==> config.mk <==
export PLATFORM = sky130hd
export DESIGN_NAME = prc_top
export DESIGN_NICKNAME = d
export VERILOG_FILES = /design/src/logic/prc_pkg.sv /design/src/logic/prc_rst_sync.sv /design/src/logic/prc_top.sv
export SDC_FILE = /design/constraint.sdc
export NUM_CORES = 1
export LEC_CHECK = 0
export BUFFER_PORTS_ARGS = -buffer_cell sky130_fd_sc_hd__buf_2
export CAP_MARGIN = 20
export CORE_MARGIN = 10
export CORE_UTILIZATION = 49
export CTS_BUF_LIST = sky130_fd_sc_hd__clkbuf_16
export CTS_CLUSTER_SIZE = 28
export DETAILED_ROUTE_END_ITERATION = 10
export GPL_ROUTABILITY_DRIVEN = 1
export PLACE_DENSITY = 0.73
export SYNTH_ARGS = -nofsm -noshare
export SYNTH_HDL_FRONTEND = slang
export SYNTH_HIERARCHICAL = 1
export SYNTH_SLANG_ARGS = --single-unit
export TNS_END_PERCENT = 5
==> constraint.sdc <==
create_clock -name clk -period 1.9 [get_ports clk]
set_input_delay 0.285 -clock clk [delete_from_list [all_inputs] [get_ports clk]]
set_output_delay 0.285 -clock clk [all_outputs]
set_load 0.02 [all_outputs]
==> src/logic/prc_pkg.sv <==
// Package with register map, field layouts, timing and carrier types of the reset sequencer.
`default_nettype none
package prc_pkg;
   // Configuration space layout.
   localparam logic [7:0]  SYS_CTRL_OFF     = 8'h80;
   localparam logic [7:0]  PM_CTX_OFF       = 8'h84;
   localparam int          KEEP_CLOCK_BIT   = 1;
   localparam logic [31:0] SYS_CTRL_RST     = 32'h0000_0000;
   localparam logic [31:0] PM_CTX_RST       = 32'h0000_0000;
   localparam int          PME_STATUS_BIT   = 0;
   localparam int          PME_ENABLE_BIT   = 1;
   localparam logic [31:0] PM_CTX_MASK      = 32'h0000_0003;
   localparam logic [31:0] DATA_ZERO        = 32'h0000_0000;

   // Clock-run hold time, rounded up to whole bus clock cycles.
   localparam int          CLK_PERIOD_NS    = 50;
   localparam int          KEEP_HOLD_NS     = 100;
   localparam int          KEEP_HOLD_CYC    = (KEEP_HOLD_NS + CLK_PERIOD_NS - 1) / CLK_PERIOD_NS;
   localparam int          CNT_W            = 4;
   localparam logic [CNT_W-1:0] CNT_ZERO    = 4'h0;
   localparam logic [CNT_W-1:0] CNT_ONE     = 4'h1;
   localparam logic [CNT_W-1:0] KEEP_HOLD   = CNT_W'(KEEP_HOLD_CYC);

   // Clock-run responder states.
   typedef enum logic [1:0] {
      CR_IDLE    = 2'b00,
      CR_ASSERT  = 2'b01,
      CR_RELEASE = 2'b10
   } prc_cr_state_e;

   // One configuration access on the 32-bit multiplexed bus.
   typedef struct packed {
      logic        rd;
      logic        wr;
      logic [7:0]  addr;
      logic [3:0]  be;
      logic [31:0] wdata;
   } prc_cfg_req_s;

   // Answer to a configuration access.
   typedef struct packed {
      logic        ack;
      logic [31:0] rdata;
   } prc_cfg_rsp_s;
endpackage
`default_nettype wire

==> src/logic/prc_rst_sync.sv <==
// Reset synchroniser: asynchronous assertion, release on the bus clock.
`timescale 1ns/1ps
`default_nettype none
module prc_rst_sync
   import prc_pkg::*;
(
   input  wire logic clk,
   input  wire logic arst_n,
   output logic      srst_n
);
   logic stage1_q;
   logic stage2_q;

   // Two flops hold reset low until two edges after the source is released.
   always_ff @(posedge clk or negedge arst_n) begin
      if (!arst_n) begin
         stage1_q <= 1'b0;
         stage2_q <= 1'b0;
      end else begin
         stage1_q <= 1'b1;
         stage2_q <= stage1_q;
      end
   end

   assign srst_n = stage2_q;
endmodule // prc_rst_sync
`default_nettype wire

==> src/logic/prc_top.sv <==
// Reset and clock-run sequencer of the primary bus port, with its configuration registers.
//
// Overview of operation
// Answer clock-run stop requests when clock needed.
// Keep-clock bit 1 at 80h, reset enables; the code resets it to 0, keep clock off.
// Sample all bus inputs on clock rising edge.
// Bus reset floats outputs, clears registers.
// Suspend: bus reset floats, keeps registers.
// Global reset floats and defaults everything.
// Host asserts global reset only at boot.
// Bus reset keeps wake context across D3.
// Bus carries 32-bit multiplexed address and data.
// Resets assert asynchronously, release on clock.
`timescale 1ns/1ps
`default_nettype none
module prc_top
   import prc_pkg::*;
(
   input  wire logic         clk,
   input  wire logic         rst_n,
   input  wire logic         clk_en,
   input  wire logic         bus_reset_in_n,
   input  wire logic         suspend_n,
   input  wire logic         clock_run_request_in,
   output logic              clock_run_request_out,
   output logic              clock_run_request_oe,
   input  wire logic         clock_needed,
   input  wire logic         wake_event,
   input  wire prc_cfg_req_s cfg_req,
   output prc_cfg_rsp_s      cfg_rsp,
   output logic              outputs_float,
   output logic              keep_clock,
   output logic              pme_request
);
   // Reset fabric.
   logic glob_rst_n;
   logic bus_rst_n;
   logic reg_rst_n;
   logic bus_src_n;
   logic reg_src_n;

   // Bus reset always halts the function; it reaches the registers only when
   // suspend protection is off.
   assign bus_src_n = rst_n & bus_reset_in_n;
   assign reg_src_n = rst_n & (bus_reset_in_n | ~suspend_n);

   // Every reset asserts at once and releases two edges later.
   prc_rst_sync u_glob_sync (
      .clk    (clk),
      .arst_n (rst_n),
      .srst_n (glob_rst_n)
   );

   prc_rst_sync u_bus_sync (
      .clk    (clk),
      .arst_n (bus_src_n),
      .srst_n (bus_rst_n)
   );

   prc_rst_sync u_reg_sync (
      .clk    (clk),
      .arst_n (reg_src_n),
      .srst_n (reg_rst_n)
   );

   // Outputs float while any reset holds the function off.
   assign outputs_float = ~bus_rst_n;

   // Clock-run pin synchroniser; only the second flop is read. It resets to the
   // running level, low, so that no stop request is seen just after reset.
   logic cr_meta_q;
   logic cr_sync_q;

   always_ff @(posedge clk or negedge bus_rst_n) begin
      if (!bus_rst_n) begin
         cr_meta_q <= 1'b0;
         cr_sync_q <= 1'b0;
      end else if (clk_en) begin
         cr_meta_q <= clock_run_request_in;
         cr_sync_q <= cr_meta_q;
      end
   end

   // Configuration registers.
   logic [31:0]   sys_ctrl_q;
   logic [31:0]   sys_ctrl_d;
   logic [31:0]   pm_ctx_q;
   logic [31:0]   pm_ctx_d;
   prc_cfg_rsp_s  rsp_q;
   prc_cfg_rsp_s  rsp_d;

   // Byte-lane merge of a write into a register image.
   function automatic logic [31:0] merge_be(input logic [31:0] old_v,
                                            input logic [31:0] new_v,
                                            input logic [3:0]  be);
      logic [31:0] res;
      res = old_v;
      for (int i = 0; i < 4; i++) begin
         if (be[i]) begin
            res[i*8 +: 8] = new_v[i*8 +: 8];
         end
      end
      return res;
   endfunction

   // System control: whole word is storage, cleared by global reset or by an
   // unprotected bus reset.
   always_comb begin
      sys_ctrl_d = sys_ctrl_q;
      if (cfg_req.wr && (cfg_req.addr == SYS_CTRL_OFF)) begin
         sys_ctrl_d = merge_be(sys_ctrl_q, cfg_req.wdata, cfg_req.be);
      end
   end

   always_ff @(posedge clk or negedge reg_rst_n) begin
      if (!reg_rst_n) begin
         sys_ctrl_q <= SYS_CTRL_RST;
      end else if (clk_en && bus_rst_n) begin
         sys_ctrl_q <= sys_ctrl_d;
      end
   end

   // Wake context: status is set by wake events and cleared by writing one;
   // a wake event in the clearing cycle wins. Only global reset clears it.
   always_comb begin
      logic [31:0] wr_v;
      wr_v     = DATA_ZERO;
      pm_ctx_d = pm_ctx_q;
      if (cfg_req.wr && (cfg_req.addr == PM_CTX_OFF) && bus_rst_n) begin
         wr_v = merge_be(DATA_ZERO, cfg_req.wdata, cfg_req.be);
         pm_ctx_d[PME_ENABLE_BIT] = wr_v[PME_ENABLE_BIT] |
                                    (~cfg_req.be[0] & pm_ctx_q[PME_ENABLE_BIT]);
         if (wr_v[PME_STATUS_BIT]) begin
            pm_ctx_d[PME_STATUS_BIT] = 1'b0;
         end
      end
      if (wake_event) begin
         pm_ctx_d[PME_STATUS_BIT] = 1'b1;
      end
      pm_ctx_d = pm_ctx_d & PM_CTX_MASK;
   end

   always_ff @(posedge clk or negedge glob_rst_n) begin
      if (!glob_rst_n) begin
         pm_ctx_q <= PM_CTX_RST;
      end else if (clk_en) begin
         pm_ctx_q <= pm_ctx_d;
      end
   end

   // Read answer: one cycle after the request, unmapped offsets read zero.
   always_comb begin
      rsp_d.ack   = 1'b0;
      rsp_d.rdata = rsp_q.rdata;
      if (cfg_req.rd || cfg_req.wr) begin
         rsp_d.ack = 1'b1;
      end
      if (cfg_req.rd) begin
         if (cfg_req.addr == SYS_CTRL_OFF) begin
            rsp_d.rdata = sys_ctrl_q;
         end else if (cfg_req.addr == PM_CTX_OFF) begin
            rsp_d.rdata = pm_ctx_q;
         end else begin
            rsp_d.rdata = DATA_ZERO;
         end
      end
   end

   always_ff @(posedge clk or negedge bus_rst_n) begin
      if (!bus_rst_n) begin
         rsp_q <= '0;
      end else if (clk_en) begin
         rsp_q <= rsp_d;
      end
   end

   assign cfg_rsp     = rsp_q;
   assign keep_clock  = sys_ctrl_q[KEEP_CLOCK_BIT];
   assign pme_request = pm_ctx_q[PME_STATUS_BIT] & pm_ctx_q[PME_ENABLE_BIT] & bus_rst_n;

   // Clock-run responder. The line is active low: the central resource lets it
   // go high to ask for a stop; if the clock is still wanted, the device pulls
   // it low for the hold time and then releases it.
   prc_cr_state_e    cr_state_q;
   prc_cr_state_e    cr_state_d;
   logic [CNT_W-1:0] cr_cnt_q;
   logic [CNT_W-1:0] cr_cnt_d;
   logic             want_clock;

   assign want_clock = clock_needed | keep_clock;

   always_comb begin
      cr_state_d = cr_state_q;
      cr_cnt_d   = cr_cnt_q;
      case (cr_state_q)
         CR_IDLE: begin
            if (cr_sync_q && want_clock) begin
               cr_state_d = CR_ASSERT;
               cr_cnt_d   = KEEP_HOLD;
            end
         end
         CR_ASSERT: begin
            if (cr_cnt_q == CNT_ONE) begin
               cr_state_d = CR_RELEASE;
               cr_cnt_d   = CNT_ZERO;
            end else begin
               cr_cnt_d = cr_cnt_q - CNT_ONE;
            end
         end
         CR_RELEASE: begin
            // Wait until the sampled line shows our low before looking again.
            if (!cr_sync_q) begin
               cr_state_d = CR_IDLE;
            end
         end
         default: begin
            cr_state_d = CR_IDLE;
            cr_cnt_d   = CNT_ZERO;
         end
      endcase
   end

   always_ff @(posedge clk or negedge bus_rst_n) begin
      if (!bus_rst_n) begin
         cr_state_q <= CR_IDLE;
         cr_cnt_q   <= CNT_ZERO;
      end else if (clk_en) begin
         cr_state_q <= cr_state_d;
         cr_cnt_q   <= cr_cnt_d;
      end
   end

   // Open-drain drive: only ever low, never while floating.
   assign clock_run_request_out = 1'b0;
   assign clock_run_request_oe  = (cr_state_q == CR_ASSERT) & bus_rst_n;
endmodule // prc_top
`default_nettype wire

# Yosys cells after proc, flatten, opt, wreduce, memory -nomap -nowiden

Index checks and enable logic that the tools add are counted.

Bits in registers: 81
Output and inout bits: 38

Equality and inequality tests: 8
Add/subtract/negate cells: 1
Multiplexer cells: 15
Reduce and logical (&&, ||, !) cells: 18
Bitwise operators: 13

Operators with widths:

| operator              | count |
|---|---|
| $mux W32              | 1 |
| $reduce_and A3 Y1     | 6 |
| $eq A8 B8 Y1 const B  | 2 |
| $mux W2               | 6 |
| $pmux W4 S3           | 1 |
| $mux W4               | 2 |
| $and A1 B1 Y1         | 6 |
| $ne A2 B2 Y1 const B  | 3 |
| $pmux W2 S3           | 1 |
| $logic_and A1 B1 Y1   | 5 |
| $eq A4 B1 Y1 const B  | 1 |
| $mux W1               | 4 |
| $not A1 Y1            | 4 |
| $reduce_and A2 Y1     | 2 |
| $reduce_and A4 Y1     | 1 |
| $reduce_bool A2 Y1    | 2 |
| $sub A4 B1 Y4 const B | 1 |
| $or A1 B1 Y1          | 3 |
| $eq A2 B1 Y1 const B  | 1 |
| $eq A2 B2 Y1 const B  | 1 |
| $logic_not A2 Y1      | 1 |
| $logic_or A1 B1 Y1    | 1 |

# Longest topological paths before layout

Gate-level depths: netlist (run 1).

Word-level depth: 7
Mapped depth: 5

# Cells and area by module

The synthesis (run 1) kept the hierarchy.

Modules (own cells, without submodules):

| module       | cells each | instances | area each (µm²) | sequential area each (µm²) |
|---|---|---|---|---|
| prc_top      | 217        | 1         | 3056.7          | 1876.8 |
| prc_rst_sync | 3          | 3         | 53.8            | 50.0 |

# Worst setup path before layout (run 1)

Ideal clock, no wire load.

Path kind: reg-to-reg
From: register u_bus_sync.stage2_q (netlist: u_bus_sync/srst_n)
To: register sys_ctrl_q[0]
Stages on the path, launching flop included: 4
Required time: 1.775 ns
Library setup time: 0.125 ns
Path slack: -1.040 ns
Arrival: 2.815 ns
Path through: dfrtp_1 nand3_1 nor4_4 mux2_2

Word-level cells in the longest chain between the ends: 2

RTL lines:

| item                               | line               | text |
|---|---|---|
| start, declared                    | prc_rst_sync.sv:12 | `logic stage2_q;` |
| start signal, assigned             | prc_rst_sync.sv:21 | `stage2_q <= stage1_q;` |
| $logic_and A1 B1 Y1                | prc_top.sv:118     | `end else if (clk_en && bus_rst_n) begin` |
| $reduce_and A3 Y1 (no source line) | -                  |  |
| end signal, assigned               | prc_top.sv:119     | `sys_ctrl_q <= sys_ctrl_d;` |
| end, declared                      | prc_top.sv:85      | `logic [31:0] sys_ctrl_q;` |

Every way passes these cells.
A chain may end at the register's enable or synchronous reset.

# Worst setup path after layout (run 1)

From: register cr_state_q[0]
To: output clock_run_request_oe

Word-level cells in the longest chain between the ends: 2

RTL lines:

| item                   | line           | text |
|---|---|---|
| start, declared        | prc_top.sv:184 | `prc_cr_state_e cr_state_q;` |
| start signal, assigned | prc_top.sv:228 | `cr_state_q <= cr_state_d;` |
| $eq A2 B1 Y1           | prc_top.sv:235 | `assign clock_run_request_oe = (cr_state_q == CR_ASSERT) & bus_rst_n;` |
| $and A1 B1 Y1          | prc_top.sv:235 |  |
| end, declared          | prc_top.sv:26  | `output logic clock_run_request_oe,` |

Every way passes these cells.

==> results.json, run 1 <==
{
  "status": "finished clean",
  "rows": 29,
  "h-tree-depth": 3,
  "final_area_sq_mm": 0.00420,
  "ys.flop_type": "dfrtp_1",
  "grt_max_degree": 33,
  "die_w_um": 101,
  "start_util_pct": 50.7,
  "synth-edff-count": 0,
  "viasPerCell": 5.25,
  "numClockSinks": 81,
  "vias": 2185,
  "crit_path_end_kind": "primary output",
  "fin_crit_ps": 1750,
  "hold_class": "flop to asynchronous set/reset pin",
  "grt_pass1_vias": 2371,
  "final_common_cell": "buf_2",
  "vdd_ir_drop_max_uv": 683,
  "syn_inst": 226,
  "worst-path-max-fanout": 9,
  "postCtsSetupBuffers": 0,
  "fin_total_pwr_uw": 4170,
  "critPathArrivalTime_ps": 1460,
  "clk_latency_ps": 330,
  "drcViolationCount": 0,
  "multi_input_area_sq_mm": 0.00113,
  "syn-mean-instance-area_sq_um": 14.2,
  "ys_seq_elements": 81,
  "syn_area_sq_mm": 0.00322,
  "cts-root-buf": "clkbuf_16",
  "drive_gt1_share_pct": 48.4,
  "syn_nets": 282,
  "ys_types": 34,
  "seq_area_sq_mm": 0.00203,
  "dpl.hpwl_mm": 5.40,
  "place.gp.congestion": 0.760,
  "async_flop_share_pct": 100,
  "clk_pin_slew_worst_paths_ps": 60,
  "cts_tree": "yes",
  "routedWlPerCell_um": 17.8,
  "skew_ps": 6.64,
  "cp.required_ps": 1620,
  "rsz0062_at_grt": "false",
  "grt_overflow_total": 0,
  "dr.first_iter.drc_count": 65,
  "setup_viol_count_final": 0,
  "synth_seq_area_share_pct": 63.0,
  "min_period_over_period_pct": 91.9,
  "final_core_util_pct": 66.2,
  "max_cap_violations": 0,
  "hold_viol": 0,
  "cts_made_buffers": 9,
  "slew_violations": 0,
  "first_pass_iters": 4,
  "grt_use_total_pct": 14.9,
  "die_area_sq_mm": 0.0102,
  "die_y_um": 101,
  "wirelength_mm": 7.41,
  "diodes": 0,
  "yosys.area.top_type": "dfrtp_1",
  "cts_buffer_depth": 2,
  "yosysWarningCount": 6,
  "fmax_mhz": 573,
  "synth_top_area_share_pct": 63.0,
  "leakagePower_uw": 0.00224,
  "core_area_sq_mm": 0.00635,
  "antenna_found_initial": 0,
  "grt_pass1_wl_mm": 12.0,
  "worstSetupStartpointType": "flop",
  "place_area_sq_mm": 0.00385,
  "timing_worst_setup_path_type": "flop to primary output",
  "postRouteAntennaNets": 0,
  "nFillCells": 504,
  "io_buffers": 90,
  "areaGrowthSynthToFinish_pct": 30.6,
  "yosys-top-cells-area": "dfrtp_1, mux2_2, a22o_1",
  "layout_common_cells": "buf_2, dfrtp_1, mux2_2",
  "num_io_pins": 92,
  "final_nets": 390,
  "p_per_area_mw_per_mm2": 992
}
==> state kept, by name, indices dropped and copies added (netlist names), 2 cells and up, named ones only <==
signal and cells:
sys_ctrl_q 32, cr_cnt_q 4, cr_state_q 2, cfg_rsp 33
==> timing repair <==
item                                   4_1_cts  5_1_grt
hold buffers                                 3        0
endpoints found under the hold margin        6        0
gates resized for setup                      0        0
==> through the flow <==
stage	TNS, ps	hold slack, ps	worst slack [ps]	cells
3_3_place_gp	-2770	18.3	-100	397
5_1_grt	0	24.2	43.5	416
4_1_cts	0	25.4	146	416
3_5_place_dp	-3060	23.3	-125	397
2_1_floorplan	-2690	-10.6	-112	226
6_report	0	17.5	154	416
==> metal layers <==
metal	global-route usage (%)	vias up	wire [um]	share of wire (%)
met2	23.1	69	3560	48
met3	5.35	13	555	7.5
met1	18.2	1072	3140	42
met5	0	-	0	0
met4	6.65	0	143	1.9
li1	-	1031	-	-
==> report_power, final <==
| part | switching (uW) | internal, uW | total (uW) |
|---|---|---|---|
| logic | 233 | 218 | 451 |
| clock network | 683 | 1150 | 1830 |
| registers | 80.7 | 1810 | 1890 |
| total | 997 | 3170 | 4170 |
==> worst paths after layout <==
path / cells after the start / slack, ps / end / start
worst max-delay path: 3 / 150 / clock_run_request_oe / cr_state_q[0]$_DFFE_PN0P_
worst min-delay path: 0 / 20 / asynchronous set/reset pin / u_glob_sync/srst_n$_DFF_PN0_
worst max register to register: 4 / 300 / sys_ctrl_q[11]$_DFFE_PN0P_ / u_bus_sync/srst_n$_DFF_PN0_
worst min register to register: 0 / 20 / asynchronous set/reset pin / u_glob_sync/srst_n$_DFF_PN0_
max in group asynchronous: 2 / 970 / cfg_rsp[11]$_DFFE_PN0P_ / u_bus_sync/srst_n$_DFF_PN0_
min in group clk: 2 / 190 / sys_ctrl_q[30]$_DFFE_PN0P_ / cfg_req[30]
==> critical path: stages (launching register included) <==
cell     delay, ps
dfrtp_1        470
nor2b_1        340
and2_1         170
buf_2          160
==> final cells by class <==
type	count	area share [%]
tap	77	2.29
clock inverter	7	2.29
timing repair buffer	108	14.4
inverter	6	0.536
multi-input combinational	128	26.8
clock buffer	9	5.36
sequential	81	48.3
==> cell usage after synthesis (2+ instances only) <==
cell,instances
a2bb2oi_1,2
dfrtp_1,81
mux2i_1,3
buf_4,2
or3_1,2
ha_1,2
nand2_1,6
a22o_1,30
nor2b_1,3
nor4_1,2
nand3_1,2
conb_1,4
buf_2,4
mux2_2,36
and2_1,2
nor2_1,2
clkbuf_1,4
a21oi_1,2
inv_1,6
o21ai_0,8
nor4_4,4
nand2b_1,7
==> logic make-up after synthesis <==
kind of cell    share of synthesized area (%)
mux                                      13.5
fa+ha+maj                               0.777
other cells                             0.466
simple gates                             8.16
compound gates                           11.7
buf+inv                                  2.37
flops                                    63.0
No activity file was read; power rests on OpenSTA's default activity.
==> run 2, diff against run 1 <==
CORE_MARGIN = 5   (was 10)
==> run 2 against run 1 <==
Against the previous run: register-to-register slack hardly changed; maximum frequency decreased by 1.8%; critical path depth is the same; hold slack improved by 5.8 ps; sequential power about the same; clock skew down 1.1 ps; critical path type unchanged; critical endpoint unchanged; largest power group unchanged.
==> results.json, run 2 (synthesis results as in run 1) <==
{
  "cts_made_buffers": 9,
  "crit_path_end_kind": "primary output",
  "place.gp.congestion": 0.717,
  "cts_buffer_depth": 2,
  "vias": 2212,
  "largest_reg_flops": 33,
  "hold_class": "flop to asynchronous set/reset pin",
  "routedWlPerCell_um": 16.2,
  "drive_gt1_share_pct": 48.1,
  "leakagePower_uw": 0.00224,
  "hold_viol": 0,
  "postCtsSetupBuffers": 0,
  "setup_viol_count_final": 0,
  "worst-path-max-fanout": 9,
  "max_cap_violations": 0,
  "r2r_cells": 4,
  "diodes": 0,
  "die_area_sq_mm": 0.00829,
  "dp.cells": 397,
  "timing_worst_setup_path_type": "flop to primary output",
  "grt_pass1_wl_mm": 11.5,
  "fin_total_pwr_uw": 4140,
  "status": "finished clean",
  "clk_latency_ps": 330,
  "die_w_um": 91.0,
  "viasPerCell": 5.32,
  "postRouteAntennaNets": 0,
  "fin_crit_ps": 1780,
  "start_util_pct": 50.4,
  "io_buffers": 90,
  "grt_util_met1_pct": 22.8,
  "worstSetupStartpointType": "flop",
  "final_cells": 416,
  "skew_ps": 5.57,
  "rsz0062_at_grt": "false",
  "cp.required_ps": 1620,
  "min_period_over_period_pct": 93.6,
  "drcViolationCount": 0,
  "grt_pass1_vias": 2402,
  "final_nets": 390,
  "grt_overflow_total": 0,
  "grt_max_degree": 33,
  "wirelength_mm": 6.75,
  "die_y_um": 91.0,
  "cts-root-buf": "clkbuf_16",
  "fmax_mhz": 563,
  "clk_pin_slew_worst_paths_ps": 60,
  "grt_use_total_pct": 17.3,
  "num_io_pins": 92,
  "vdd_ir_drop_max_uv": 582,
  "numClockSinks": 81,
  "rows": 29,
  "core_area_sq_mm": 0.00639,
  "antenna_found_initial": 0,
  "p_per_area_mw_per_mm2": 988,
  "dr.first_iter.drc_count": 68,
  "final_core_util_pct": 65.6,
  "dpl.hpwl_mm": 4.89,
  "layout_common_cells": "buf_2, dfrtp_1, mux2_2",
  "first_pass_iters": 6,
  "gr-max-usage-layer": "met2",
  "final_common_cell": "buf_2",
  "slew_violations": 0,
  "grtUsageMet2_pct": 27.4,
  "critPathArrivalTime_ps": 1490,
  "areaGrowthSynthToFinish_pct": 30.2,
  "h-tree-depth": 3,
  "cts_tree": "yes",
  "gr-usage-met3_pct": 4.38
}
run 2: cell types whose count changed in the layout (fill, tap and decap cells not counted), sizes merged:
cell      before  now
clkinv         2    4
inv            7    6
clkinvlp       2    1
run 2: final timing paths:
path	start	end	slack, ps
worst max-delay path	cr_state_q[0]$_DFFE_PN0P_	clock_run_request_oe	120
worst min-delay path	u_glob_sync/srst_n$_DFF_PN0_	pm_ctx_q[0]$_DFFE_PN0P_	20
worst max register to register	u_bus_sync/srst_n$_DFF_PN0_	sys_ctrl_q[27]$_DFFE_PN0P_	310
worst min register to register	u_glob_sync/srst_n$_DFF_PN0_	pm_ctx_q[0]$_DFFE_PN0P_	20
max in group asynchronous	u_bus_sync/srst_n$_DFF_PN0_	cfg_rsp[9]$_DFFE_PN0P_	1020
min in group clk	wake_event	pm_ctx_q[0]$_DFFE_PN0P_	180
run 2: where the power goes:
group	switching, uW	internal [uW]	total [uW]
sequential	84.4	1810	1890
combinational	243	221	464
clock	652	1140	1790
total	980	3160	4140
run 2: cell type report:
type	instances	area, sq um
fillers	506	2190
flip-flops and latches	81	2030
multi-input cells	128	1130
repair buffers	108	606
clock buffers	9	225
well taps	77	96.3
clock inverters	7	85.1
inverters	6	22.5
run 2: metal layers:
metal  vias up  share of wire, %
li1       1037                 -
met3         9               6.5
met2        77                48
met5         -                 0
met4         0               1.4
met1      1089                44
run 2: through the flow:
stage | cell area [sq um] | worst slack, ps | setup TNS [ps] | hold slack, ps
4_1_cts | 4190 | 93.7 | 0 | 28.8
6_report | 4190 | 122 | 0 | 23.3
3_5_place_dp | 3850 | -93.5 | -2810 | 22.4
2_1_floorplan | 3230 | -112 | -2690 | -10.6
5_1_grt | 4190 | 17.2 | 0 | 35.9
3_3_place_gp | 3850 | -72.7 | -2710 | 19.5
run 2: critical path, stage by stage (launching register included):
cell	delay [ps]
dfrtp_1	480
nor2b_1	350
and2_1	170
buf_2	160
run 2: repair_timing:
action                                  4_1_cts  5_1_grt
hold buffers                                  3        0
hold endpoints to repair                      6        0
resized for setup                             0        0
endpoints found under the setup margin        0        0
==> run 3, diff against run 2 <==
CORE_UTILIZATION = 25   (was 49)
PLACE_DENSITY = 0.41   (was 0.73)
==> run 3 against run 2 <==
Against the previous run: first-iteration DRC count shrank 34%; flip-flop and latch count unchanged; count of clock-buffer cells in the layout stayed put; core utilization decreased by 31 points; clock power rose by 16%.
==> results.json, run 3 (synthesis results as in run 1) <==
{
  "worstSetupStartpointType": "input port",
  "power.switching_uw": 992,
  "grt_use_total_pct": 11.1,
  "rows": 41,
  "timing_worst_setup_path_type": "input port to flop",
  "worst_pin_slew_ps": 779,
  "p_clk_share_pct": 46.8,
  "p_per_area_mw_per_mm2": 1020,
  "hold_class": "flop to asynchronous set/reset pin",
  "fin_total_pwr_uw": 4450,
  "cts-resized-gates": 0,
  "p_sw_share_pct": 22.3,
  "fmax_mhz": 589,
  "critPathArrivalTime_ps": 1920,
  "slew_violations": 0,
  "hold_viol": 0,
  "min_period_over_period_pct": 89.4,
  "num_io_pins": 92,
  "dpl.hpwl_mm": 5.66,
  "cp.required_ps": 2120,
  "diodes": 0,
  "final_nets": 390,
  "place_area_sq_mm": 0.00397,
  "slowest_delay_ps": 540,
  "place.gp.congestion": 0.720,
  "grt_overflow_total": 0,
  "vias": 2186,
  "drcViolationCount": 0,
  "rsz0062_at_grt": "false",
  "largest_reg_flops": 33,
  "first_pass_iters": 4,
  "crit_path_end_kind": "flop",
  "worst_slack_ps": 202,
  "cp_top_family": "simple AND/OR/NAND/NOR gates",
  "die_area_sq_mm": 0.0152,
  "worst-path-max-fanout": 8,
  "postRouteAntennaNets": 0,
  "post-place-ws_ps": -198,
  "viasPerCell": 4.28,
  "routedWlPerCell_um": 15.4,
  "die_w_um": 123,
  "critPathMostFrequentCell": "buf_4",
  "cts-root-buf": "clkbuf_16",
  "dr.first_iter.drc_count": 45,
  "combPwrFrac_pct": 10.4,
  "areaGrowthSynthToFinish_pct": 35.5,
  "cts_made_buffers": 9,
  "crit_buf_inv": 3,
  "antenna_found_initial": 1,
  "power.internal_uw": 3460,
  "grt_max_degree": 45,
  "r2r_cells": 4,
  "cp.depth": 6,
  "grt_pass1_wl_mm": 12.6,
  "status": "finished clean",
  "clk_latency_ps": 330,
  "numClockSinks": 81,
  "setup_viol_count_final": 0,
  "h-tree-depth": 3,
  "cts_tree": "yes",
  "wirelength_mm": 7.89,
  "start_util_pct": 25.5,
  "die_y_um": 123,
  "fin_setup_tns_ps": 0,
  "max_cap_violations": 0,
  "clk_pin_slew_worst_paths_ps": 60,
  "drive_gt1_share_pct": 48.7,
  "postCtsSetupBuffers": 0,
  "grt_pass1_vias": 2398,
  "cts_buffer_depth": 2,
  "final_area_sq_mm": 0.00436,
  "p_seq_share_pct": 42.7,
  "nFillCells": 1314,
  "skew_ps": 5.15,
  "layout_common_cells": "buf_2, dfrtp_1, mux2_2",
  "fin_crit_ps": 1700,
  "slew_headroom_pct": 48.1,
  "final_common_cell": "buf_2",
  "holdWs_ps": 22.1,
  "crit_slowest_cell": "or4b_1",
  "cp_cell_sequence": "buf_2 > or4b_1 > buf_4 > nor4_4 > buf_4 > mux2_2",
  "leakagePower_uw": 0.00227,
  "io_buffers": 90,
  "vdd_ir_drop_max_uv": 584,
  "core_area_sq_mm": 0.0126
}
run 3: cell types whose count changed in the layout (fill, tap and decap cells not counted):
cell | previous run | this run
dfrtp_1 | 80 | 79
clkinvlp_4 | 1 | 0
bufinv_16 | 2 | 4
clkinv_1 | 2 | 0
inv_1 | 6 | 7
dfrtp_2 | 0 | 1
run 3: layer usage:
metal | GRT usage, % | routed length (um) | part of all wire [%] | vias up
met4 | 4.36 | 129 | 1.6 | 2
li1 | - | - | - | 1036
met3 | 4.21 | 499 | 6.3 | 13
met1 | 14.7 | 3740 | 47 | 1069
met5 | 0 | 20 | 0.25 | -
met2 | 16.4 | 3500 | 44 | 66
run 3: path summary, 6_finish.rpt:
kind	startpoint	endpoint	slack [ps]
setup / recovery	cfg_req[41]	sys_ctrl_q[7]$_DFFE_PN0P_	200
hold / removal	u_glob_sync/srst_n$_DFF_PN0_	pm_ctx_q[0]$_DFFE_PN0P_	20
setup reg to reg	u_bus_sync/srst_n$_DFF_PN0_	sys_ctrl_q[13]$_DFFE_PN0P_	240
hold reg to reg	u_glob_sync/srst_n$_DFF_PN0_	pm_ctx_q[0]$_DFFE_PN0P_	20
max in group asynchronous	u_reg_sync/srst_n$_DFF_PN0_	sys_ctrl_q[18]$_DFFE_PN0P_	1050
min in group clk	cfg_req[22]	sys_ctrl_q[22]$_DFFE_PN0P_	180
run 3: power groups by stage:
stage / logic [uW] / clock network (uW) / registers (uW)
2_1_floorplan: 291 / 0 / 1920
6_report: 463 / 2080 / 1900
3_3_place_gp: 471 / 0 / 1940
4_1_cts: 474 / 2160 / 1900
3_5_place_dp: 468 / 0 / 1930
5_1_grt: 528 / 2220 / 1920
run 3: layout make-up:
class	instances	area (sq um)	share of cell area, %
clock buffer	9	225	5.16
tap	172	215	4.94
inverter	6	22.5	0.516
sequential	81	2030	46.6
clock inverter	7	134	3.07
multi-input combinational	128	1130	25.8
timing repair buffer	108	606	13.9
run 3: stage by stage:
stage                     utilization [%]  instances
final                                34.6        511
after detailed placement             31.5        492
after global placement               31.5        492
after global routing                 34.6        511
after floorplan                         -        226
after CTS                            34.6        511
run 3: timing repair:
item,in CTS,in global routing
hold buffers,3,0
setup endpoints to repair,0,0
endpoints found under the hold margin,6,0
